===== config.mk =====
export PLATFORM = sky130hd
export DESIGN_NAME = cie_core
export DESIGN_NICKNAME = d
export VERILOG_FILES = /design/src/logic/cie_pkg.sv /design/src/logic/cie_rf_if.sv /design/src/logic/cie_core.sv /design/src/logic/cie_regfile.sv
export VERILOG_INCLUDE_DIRS = /design/src /design/src/logic
export SDC_FILE = /design/constraint.sdc
export NUM_CORES = 2
export LEC_CHECK = 0
export BUFFER_PORTS_ARGS = -buffer_cell sky130_fd_sc_hd__clkbuf_2
export CAP_MARGIN = 20
export CORE_MARGIN = 1.5
export CORE_UTILIZATION = 54
export CTS_BUF_LIST = sky130_fd_sc_hd__clkbuf_16
export CTS_CLUSTER_DIAMETER = 200
export DETAILED_ROUTE_END_ITERATION = 12
export PLACE_DENSITY = 0.68
export SETUP_SLACK_MARGIN = 0.02
export SYNTH_ARGS = -nofsm -noshare
export SYNTH_HDL_FRONTEND = slang
export SYNTH_HIERARCHICAL = 1
export SYNTH_SLANG_ARGS = --single-unit

===== constraint.sdc =====
create_clock -name clk -period 42.8 [get_ports clk]
set_clock_uncertainty 0.2 [all_clocks]
set_input_delay 8.56 -clock clk [delete_from_list [all_inputs] [get_ports clk]]
set_output_delay 8.56 -clock clk [all_outputs]
set_load 0.05 [all_outputs]

===== src/logic/cie_defines.svh =====
`ifndef CIE_DEFINES_SVH
`define CIE_DEFINES_SVH

// widths
`define CIE_PC_W 13
`define CIE_ADDR_W 7
`define CIE_DATA_W 8
`define CIE_LIT_W 11
`define CIE_LATCH_W 8
`define CIE_WDT_CNT_W 8
`define CIE_WDT_PRE_W 8
`define CIE_REG_DEPTH 128

// field positions
`define CIE_LIT_HI 10
`define CIE_PC_HI 12
`define CIE_PC_UP_LO 11
`define CIE_LATCH_HI 4
`define CIE_LATCH_LO 3

// values
`define CIE_ZERO_BYTE 8'h00
`define CIE_ONE_BYTE 8'h01
`define CIE_PC_STEP 13'h0001
`define CIE_SKIP_STEP 13'h0002
`define CIE_PC_RST 13'h0000
`define CIE_STACK_RST 13'h0000
`define CIE_WDT_CNT_RST 8'h00
`define CIE_WDT_PRE_RST 8'h00
`define CIE_WDT_CNT_ONE 8'h01
`define CIE_WDT_PRE_ONE 8'h01
`define CIE_FLAG_RST 1'b1

// timing: call and taken skip each occupy this many cycles
`define CIE_LONG_CYC 2

`endif


===== src/logic/cie_pkg.sv =====
package cie_pkg;

  typedef enum logic [2:0] {
    CIE_OP_NOP = 3'h0,
    CIE_OP_WATCHDOG_CLEAR = 3'h1,
    CIE_OP_CALL = 3'h2,
    CIE_OP_INVERT_FILE = 3'h3,
    CIE_OP_ZERO_FILE = 3'h4,
    CIE_OP_FILE_DECREMENT = 3'h5,
    CIE_OP_ACCUMULATOR_ZERO = 3'h6,
    CIE_OP_DECREMENT_SKIP = 3'h7
  } cie_op_t;

  typedef enum logic {
    CIE_ST_EXEC = 1'b0,
    CIE_ST_FLUSH = 1'b1
  } cie_state_t;

endpackage : cie_pkg


===== src/logic/cie_rf_if.sv =====
`timescale 1ns/1ps
`default_nettype none
`include "cie_defines.svh"

interface cie_rf_if (
  input wire logic clk,
  input wire logic rstn
);
  logic [`CIE_ADDR_W-1:0] raddr;
  logic [`CIE_DATA_W-1:0] rdata;
  logic we;
  logic [`CIE_ADDR_W-1:0] waddr;
  logic [`CIE_DATA_W-1:0] wdata;
  logic [`CIE_ADDR_W-1:0] dbg_addr;
  logic [`CIE_DATA_W-1:0] dbg_data;

  modport core (
    output raddr, we, waddr, wdata, dbg_addr,
    input rdata, dbg_data, clk, rstn
  );
  modport store (
    input raddr, we, waddr, wdata, dbg_addr, clk, rstn,
    output rdata, dbg_data
  );
endinterface : cie_rf_if

`default_nettype wire


===== src/logic/cie_core.sv =====
`timescale 1ns/1ps
`default_nettype none
`include "cie_defines.svh"

module cie_core (
  input wire logic clk,
  input wire logic resetn,
  input wire logic instr_valid,
  input wire cie_pkg::cie_op_t instr_op,
  input wire logic [`CIE_ADDR_W-1:0] instr_file,
  input wire logic instr_dest,
  input wire logic [`CIE_LIT_W-1:0] instr_lit,
  input wire logic [`CIE_LATCH_W-1:0] upper_branch_latch,
  input wire logic [`CIE_ADDR_W-1:0] dbg_addr,
  output logic instr_ready_r,
  output logic [`CIE_PC_W-1:0] pc_r,
  output logic [`CIE_PC_W-1:0] stack_top_entry_r,
  output logic [`CIE_DATA_W-1:0] acc_r,
  output logic zero_flag_r,
  output logic expiry_status_flag_r,
  output logic power_down_flag_r,
  output logic [`CIE_WDT_CNT_W-1:0] wdt_count_r,
  output logic [`CIE_WDT_PRE_W-1:0] wdt_prescale_r,
  output logic [`CIE_DATA_W-1:0] dbg_data
);
  import cie_pkg::*;

  logic rst_meta_r;
  logic rstn_r;
  cie_state_t state_r;
  cie_state_t state_nxt;
  logic take;
  logic file_op;
  logic [`CIE_DATA_W-1:0] dec_res;
  logic [`CIE_DATA_W-1:0] res;
  logic res_zero;
  logic skip_now;
  logic wdt_clear;
  logic pre_wrap;
  logic cnt_wrap;

  // reset release through two flops
  always_ff @(posedge clk or negedge resetn) begin
    if (!resetn) begin
      rst_meta_r <= 1'b0;
      rstn_r <= 1'b0;
    end else begin
      rst_meta_r <= 1'b1;
      rstn_r <= rst_meta_r;
    end
  end

  cie_rf_if rf (.clk(clk), .rstn(rstn_r));

  cie_regfile #(.DEPTH(`CIE_REG_DEPTH)) u_regfile (.rf(rf.store));

  assign dbg_data = rf.dbg_data;
  assign rf.dbg_addr = dbg_addr;

  // operand fetch and result selection
  assign take = instr_valid && instr_ready_r;
  assign file_op = (instr_op == CIE_OP_INVERT_FILE) ||
                   (instr_op == CIE_OP_FILE_DECREMENT) ||
                   (instr_op == CIE_OP_DECREMENT_SKIP);
  assign rf.raddr = instr_file;
  assign dec_res = rf.rdata - `CIE_ONE_BYTE;
  assign res_zero = (res == `CIE_ZERO_BYTE);
  assign skip_now = take && (instr_op == CIE_OP_DECREMENT_SKIP) &&
                    (dec_res == `CIE_ZERO_BYTE);
  assign wdt_clear = take && (instr_op == CIE_OP_WATCHDOG_CLEAR);

  always_comb begin
    unique case (instr_op)
      CIE_OP_INVERT_FILE: res = ~rf.rdata;
      CIE_OP_FILE_DECREMENT: res = dec_res;
      CIE_OP_DECREMENT_SKIP: res = dec_res;
      default: res = `CIE_ZERO_BYTE;
    endcase
  end

  // file register write-back
  always_comb begin
    rf.waddr = instr_file;
    rf.wdata = res;
    rf.we = take && ((file_op && instr_dest) ||
                     (instr_op == CIE_OP_ZERO_FILE));
  end

  // cycle sequencing: call and taken skip add a flush cycle
  always_comb begin
    unique case (state_r)
      CIE_ST_EXEC: begin
        if (take && (instr_op == CIE_OP_CALL)) begin
          state_nxt = CIE_ST_FLUSH;
        end else if (skip_now) begin
          state_nxt = CIE_ST_FLUSH;
        end else begin
          state_nxt = CIE_ST_EXEC;
        end
      end
      CIE_ST_FLUSH: state_nxt = CIE_ST_EXEC;
    endcase
  end

  always_ff @(posedge clk or negedge rstn_r) begin
    if (!rstn_r) begin
      state_r <= CIE_ST_EXEC;
      instr_ready_r <= 1'b0;
    end else begin
      state_r <= state_nxt;
      instr_ready_r <= (state_nxt == CIE_ST_EXEC);
    end
  end

  // program counter
  always_ff @(posedge clk or negedge rstn_r) begin
    if (!rstn_r) begin
      pc_r <= `CIE_PC_RST;
    end else if (take) begin
      if (instr_op == CIE_OP_CALL) begin
        pc_r[`CIE_LIT_HI:0] <= instr_lit;
        pc_r[`CIE_PC_HI:`CIE_PC_UP_LO] <=
          upper_branch_latch[`CIE_LATCH_HI:`CIE_LATCH_LO];
      end else if (skip_now) begin
        pc_r <= pc_r + `CIE_SKIP_STEP;
      end else begin
        pc_r <= pc_r + `CIE_PC_STEP;
      end
    end
  end

  // stack top entry
  always_ff @(posedge clk or negedge rstn_r) begin
    if (!rstn_r) begin
      stack_top_entry_r <= `CIE_STACK_RST;
    end else if (take && (instr_op == CIE_OP_CALL)) begin
      stack_top_entry_r <= pc_r + `CIE_PC_STEP;
    end
  end

  // accumulator
  always_ff @(posedge clk or negedge rstn_r) begin
    if (!rstn_r) begin
      acc_r <= `CIE_ZERO_BYTE;
    end else if (take) begin
      if (instr_op == CIE_OP_ACCUMULATOR_ZERO) begin
        acc_r <= `CIE_ZERO_BYTE;
      end else if (file_op && !instr_dest) begin
        acc_r <= res;
      end
    end
  end

  // zero flag
  always_ff @(posedge clk or negedge rstn_r) begin
    if (!rstn_r) begin
      zero_flag_r <= 1'b0;
    end else if (take) begin
      unique case (instr_op)
        CIE_OP_INVERT_FILE: zero_flag_r <= res_zero;
        CIE_OP_FILE_DECREMENT: zero_flag_r <= res_zero;
        CIE_OP_ZERO_FILE: zero_flag_r <= 1'b1;
        CIE_OP_ACCUMULATOR_ZERO: zero_flag_r <= 1'b1;
        default: zero_flag_r <= zero_flag_r;
      endcase
    end
  end

  // watchdog prescaler and counter
  assign pre_wrap = (wdt_prescale_r == {`CIE_WDT_PRE_W{1'b1}});
  assign cnt_wrap = pre_wrap && (wdt_count_r == {`CIE_WDT_CNT_W{1'b1}});

  always_ff @(posedge clk or negedge rstn_r) begin
    if (!rstn_r) begin
      wdt_prescale_r <= `CIE_WDT_PRE_RST;
      wdt_count_r <= `CIE_WDT_CNT_RST;
    end else if (wdt_clear) begin
      wdt_prescale_r <= `CIE_WDT_PRE_RST;
      wdt_count_r <= `CIE_WDT_CNT_RST;
    end else begin
      wdt_prescale_r <= wdt_prescale_r + `CIE_WDT_PRE_ONE;
      if (pre_wrap) begin
        wdt_count_r <= wdt_count_r + `CIE_WDT_CNT_ONE;
      end
    end
  end

  // status bits: counter overflow clears expiry, clear op sets both
  always_ff @(posedge clk or negedge rstn_r) begin
    if (!rstn_r) begin
      expiry_status_flag_r <= `CIE_FLAG_RST;
      power_down_flag_r <= `CIE_FLAG_RST;
    end else if (wdt_clear) begin
      expiry_status_flag_r <= 1'b1;
      power_down_flag_r <= 1'b1;
    end else if (cnt_wrap) begin
      expiry_status_flag_r <= 1'b0;
    end
  end
endmodule : cie_core

`default_nettype wire


===== src/logic/cie_regfile.sv =====
`timescale 1ns/1ps
`default_nettype none
`include "cie_defines.svh"

module cie_regfile #(
  parameter int DEPTH = `CIE_REG_DEPTH
) (
  cie_rf_if.store rf
);
  import cie_pkg::*;

  logic [`CIE_DATA_W-1:0] mem_r [DEPTH];
  logic [`CIE_DATA_W-1:0] dbg_r;

  // file registers, one write port
  always_ff @(posedge rf.clk or negedge rf.rstn) begin
    if (!rf.rstn) begin
      for (int i = 0; i < DEPTH; i++) begin
        mem_r[i] <= `CIE_ZERO_BYTE;
      end
    end else if (rf.we) begin
      mem_r[rf.waddr] <= rf.wdata;
    end
  end

  // registered observation port
  always_ff @(posedge rf.clk or negedge rf.rstn) begin
    if (!rf.rstn) begin
      dbg_r <= `CIE_ZERO_BYTE;
    end else begin
      dbg_r <= mem_r[rf.dbg_addr];
    end
  end

  assign rf.rdata = mem_r[rf.raddr];
  assign rf.dbg_data = dbg_r;

endmodule : cie_regfile

`default_nettype wire


==> qor.csv <==
metric;value;unit
setup_viol;0;
gp_routability_congestion;0.885;
dp_slack;26420;ps
die_w;330;um
relSlewSlack;22.8;%
timing.final.crit_share;36.8;%
min_path_type;reg -> reg;
synthArstFlopShare;100;%
layout_setup_ws;27060;ps
cts-root-buf;clkbuf_16;
crit_top_cell;buf_4;
clkPwrFrac;41.0;%
clk-insertion-delay-late;730;ps
layout-drive-gt1-share;56.9;%
cts_buffer_depth;3;
leakagePower;0.0289;uW
p_switching;651;uW
dpl_cell_area;59500;um^2
crit_path_max_incr_delay;820;ps
start_util;54.7;%
max-vdd-ir-drop;0.0000284;V
syn-cell-area;57900;um^2
r2r_start;u_regfile/mem_r[656]$_DFFE_PN0P_;
drt_iter0_markers;2993;
p_per_area;37.7;nW/um^2
p_seq_share;46.4;%
ys_top_cells_by_area;dfrtp_1, mux4_2, mux2_2;
arrival;16170;ps
synth-seq-area-share;47.0;%
antenna_found_initial;4;
crit_family;buffers and inverters;
ys_ff_latch;1088;
worst_pin_slew;1150;ps
crit_path_max_fanout;84;
ys_types;60;
worstPathCellList;buf_8, buf_4, buf_4, buf_4, mux4_2, mux4_2, mux4_2, mux2_2, inv_1, ha_1, nand2b_1, nor4_1, a21oi_1, o22a_1, inv_4, buf_4, mux2_2;
core_area;106000;um^2
drcViolationCount;0;
finalWirelength;157;mm
ys_warn_count;6;
maxCapViolations;0;
cts_buffers;117;
slowest_stage;buf_4;
slew_violations;0;
yosys.area.top_type_share;47.0;%
rsz0062_at_grt;no;
die-area;109000;um^2
track_usage;29.5;%
end_kind;flip-flop;
synth_edf_count;0;
min_period;15740;ps
post-cts-setup-buffer-count;0;
fin_setup_tns;0;ps
firstDrtPassIters;5;
io_pins;102;
crit_type;in -> reg;
wl_per_cell;31.1;um
whs;152;ps
crit_path_start_kind;input pin;
die_y;330;um
viasPerCell;6.83;
critPathLaunch;instr_file[2];
p_int;1740;uW
grt_pass1_vias;36600;
grt_max_degree;194;
ys.flop_type;dfrtp_1;
cts_tree;done;
hold_viol_final;0;
netlist_instances;3587;
hpwl;103;mm
fmax;0.0635;GHz
design_area;63400;um^2
outcome;finished clean;
min_from;rst_meta_r$_DFF_PN0_;
grt_overflow;0;
finalNetCount;3616;
port_buffers;94;
vias;34600;
cts.sinks;1088;
postSynthAreaPerCell;16.1;um^2
h-tree-depth;3;
worstPathRequired;43230;ps
p_sw_share;27.2;%
rows;119;
combPwrFrac;12.6;%
crit_buf_inv;7;
detail-route-antenna-nets;0;
syn_to_final_growth;9.52;%
cts_hold_buf;0;
cts.repair.resized;0;
synth_top_cell_by_area;dfrtp_1;
grt_pass1_wl;239;mm
clk_pin_slew_worst_paths;60;ps
==> power by group through the flow <==
stage               clock (uW)  sequential, uW  combinational (uW)
global route              1040            1110                 322
floorplan                    0            1170                 168
global placement             0            1120                 292
detailed placement           0            1130                 300
CTS                        998            1110                 301
finish                     980            1110                 302
==> kinds of logic (layout without fill, tap and decap cells) <==
| group | Yosys count | in the layout | synth area share [%] |
|---|---|---|---|
| compound gates | 81 | 81 | 0.928 |
| fa+ha+maj | 6 | 6 | 0.130 |
| buf+inv | 330 | 411 | 2.33 |
| xor+xnor | 22 | 22 | 0.333 |
| flops | 1088 | 1088 | 47.0 |
| mux | 1717 | 1717 | 46.5 |
| other cells | 1 | 3 | 0.00648 |
| simple gates | 342 | 342 | 2.71 |
==> per-layer routing <==
layer	up-vias	GRT usage (%)	share of wire, %
li1	14000	-	-
met1	18900	41.4	41
met2	1296	46.4	48
met3	315	5.02	6.5
met4	4	12.1	4.4
met5	-	0	0.017
==> path summary, 6_finish.rpt <==
kind                                                         end  slack (ps)  cells after the start
worst max register to register  u_regfile/mem_r[710]$_DFFE_PN0P_       37210                     13
worst min-delay path                           rf.rstn$_DFF_PN0_         150                      0
min in group asynchronous       u_regfile/mem_r[596]$_DFFE_PN0P_         240                      0
max in group asynchronous                      rf.rstn$_DFF_PN0_       34850                      1
worst min register to register                 rf.rstn$_DFF_PN0_         150                      0
worst max-delay path            u_regfile/mem_r[710]$_DFFE_PN0P_       27060                     17
==> flip-flops by register name, indices dropped and copies added, names as in the netlist <==
register	flops
acc_r	8
expiry_status_flag_r	1
instr_ready_r	1
pc_r	13
rf.rstn	1
rst_meta_r	1
stack_top_entry_r	13
state_r	1
u_regfile/mem_r	1024
u_regfile/rf.dbg_data	8
wdt_count_r	8
wdt_prescale_r	8
zero_flag_r	1
==> final cells by class <==
class,count,area [um^2]
fill,7816,42300
multi-input combinational,2170,29300
sequential,1088,27200
clock buffer,120,3000
tap,1391,1740
timing repair buffer,177,1310
clock inverter,98,678
inverter,16,72.6
antenna,1,2.50
==> cell usage in the layout, fill, tap and decap left out, drive strengths merged, types with 3 or more instances in the layout <==
cell	instances
and2	3
nand2b	9
nor3	23
or2	5
xnor2	11
nand2	148
clkbuf	209
and3	11
bufinv	9
nand3	21
nor4	13
dfrtp	1087
mux2	1042
xor2	11
o2111ai	3
or3	7
mux4	672
inv	41
o21ai	27
a31oi	4
clkinv	64
a21o	3
ha	6
buf	88
a21oi	16
o22a	4
nand4	11
nor2	81
o311ai	4
mux2i	3
nor2b	4
==> synthesized netlist by cell type, types with 7 or more instances <==
master and count:
nor3_1 23, dfrtp_1 1087, inv_1 16, nand2b_1 9, xor2_1 11, nand3_1 21, and3_1 11, nor2_1 81
clkbuf_1 214, nand4_1 11, mux2_2 1041, nand2_1 147, mux4_2 672, o21ai_0 27, buf_1 42, buf_2 48
a21oi_1 16, or3_1 7, xnor2_1 11, nor4_1 7
==> metrics by stage <==
stage,util [%],cells,power [uW]
after floorplan,-,3588,1340
after global placement,56.2,4826,1410
after detailed placement,56.3,4831,1430
after CTS,59.8,5049,2410
after global routing,60.0,5060,2480
final,60.0,5061,2390
(Power assumes the default switching activity.)
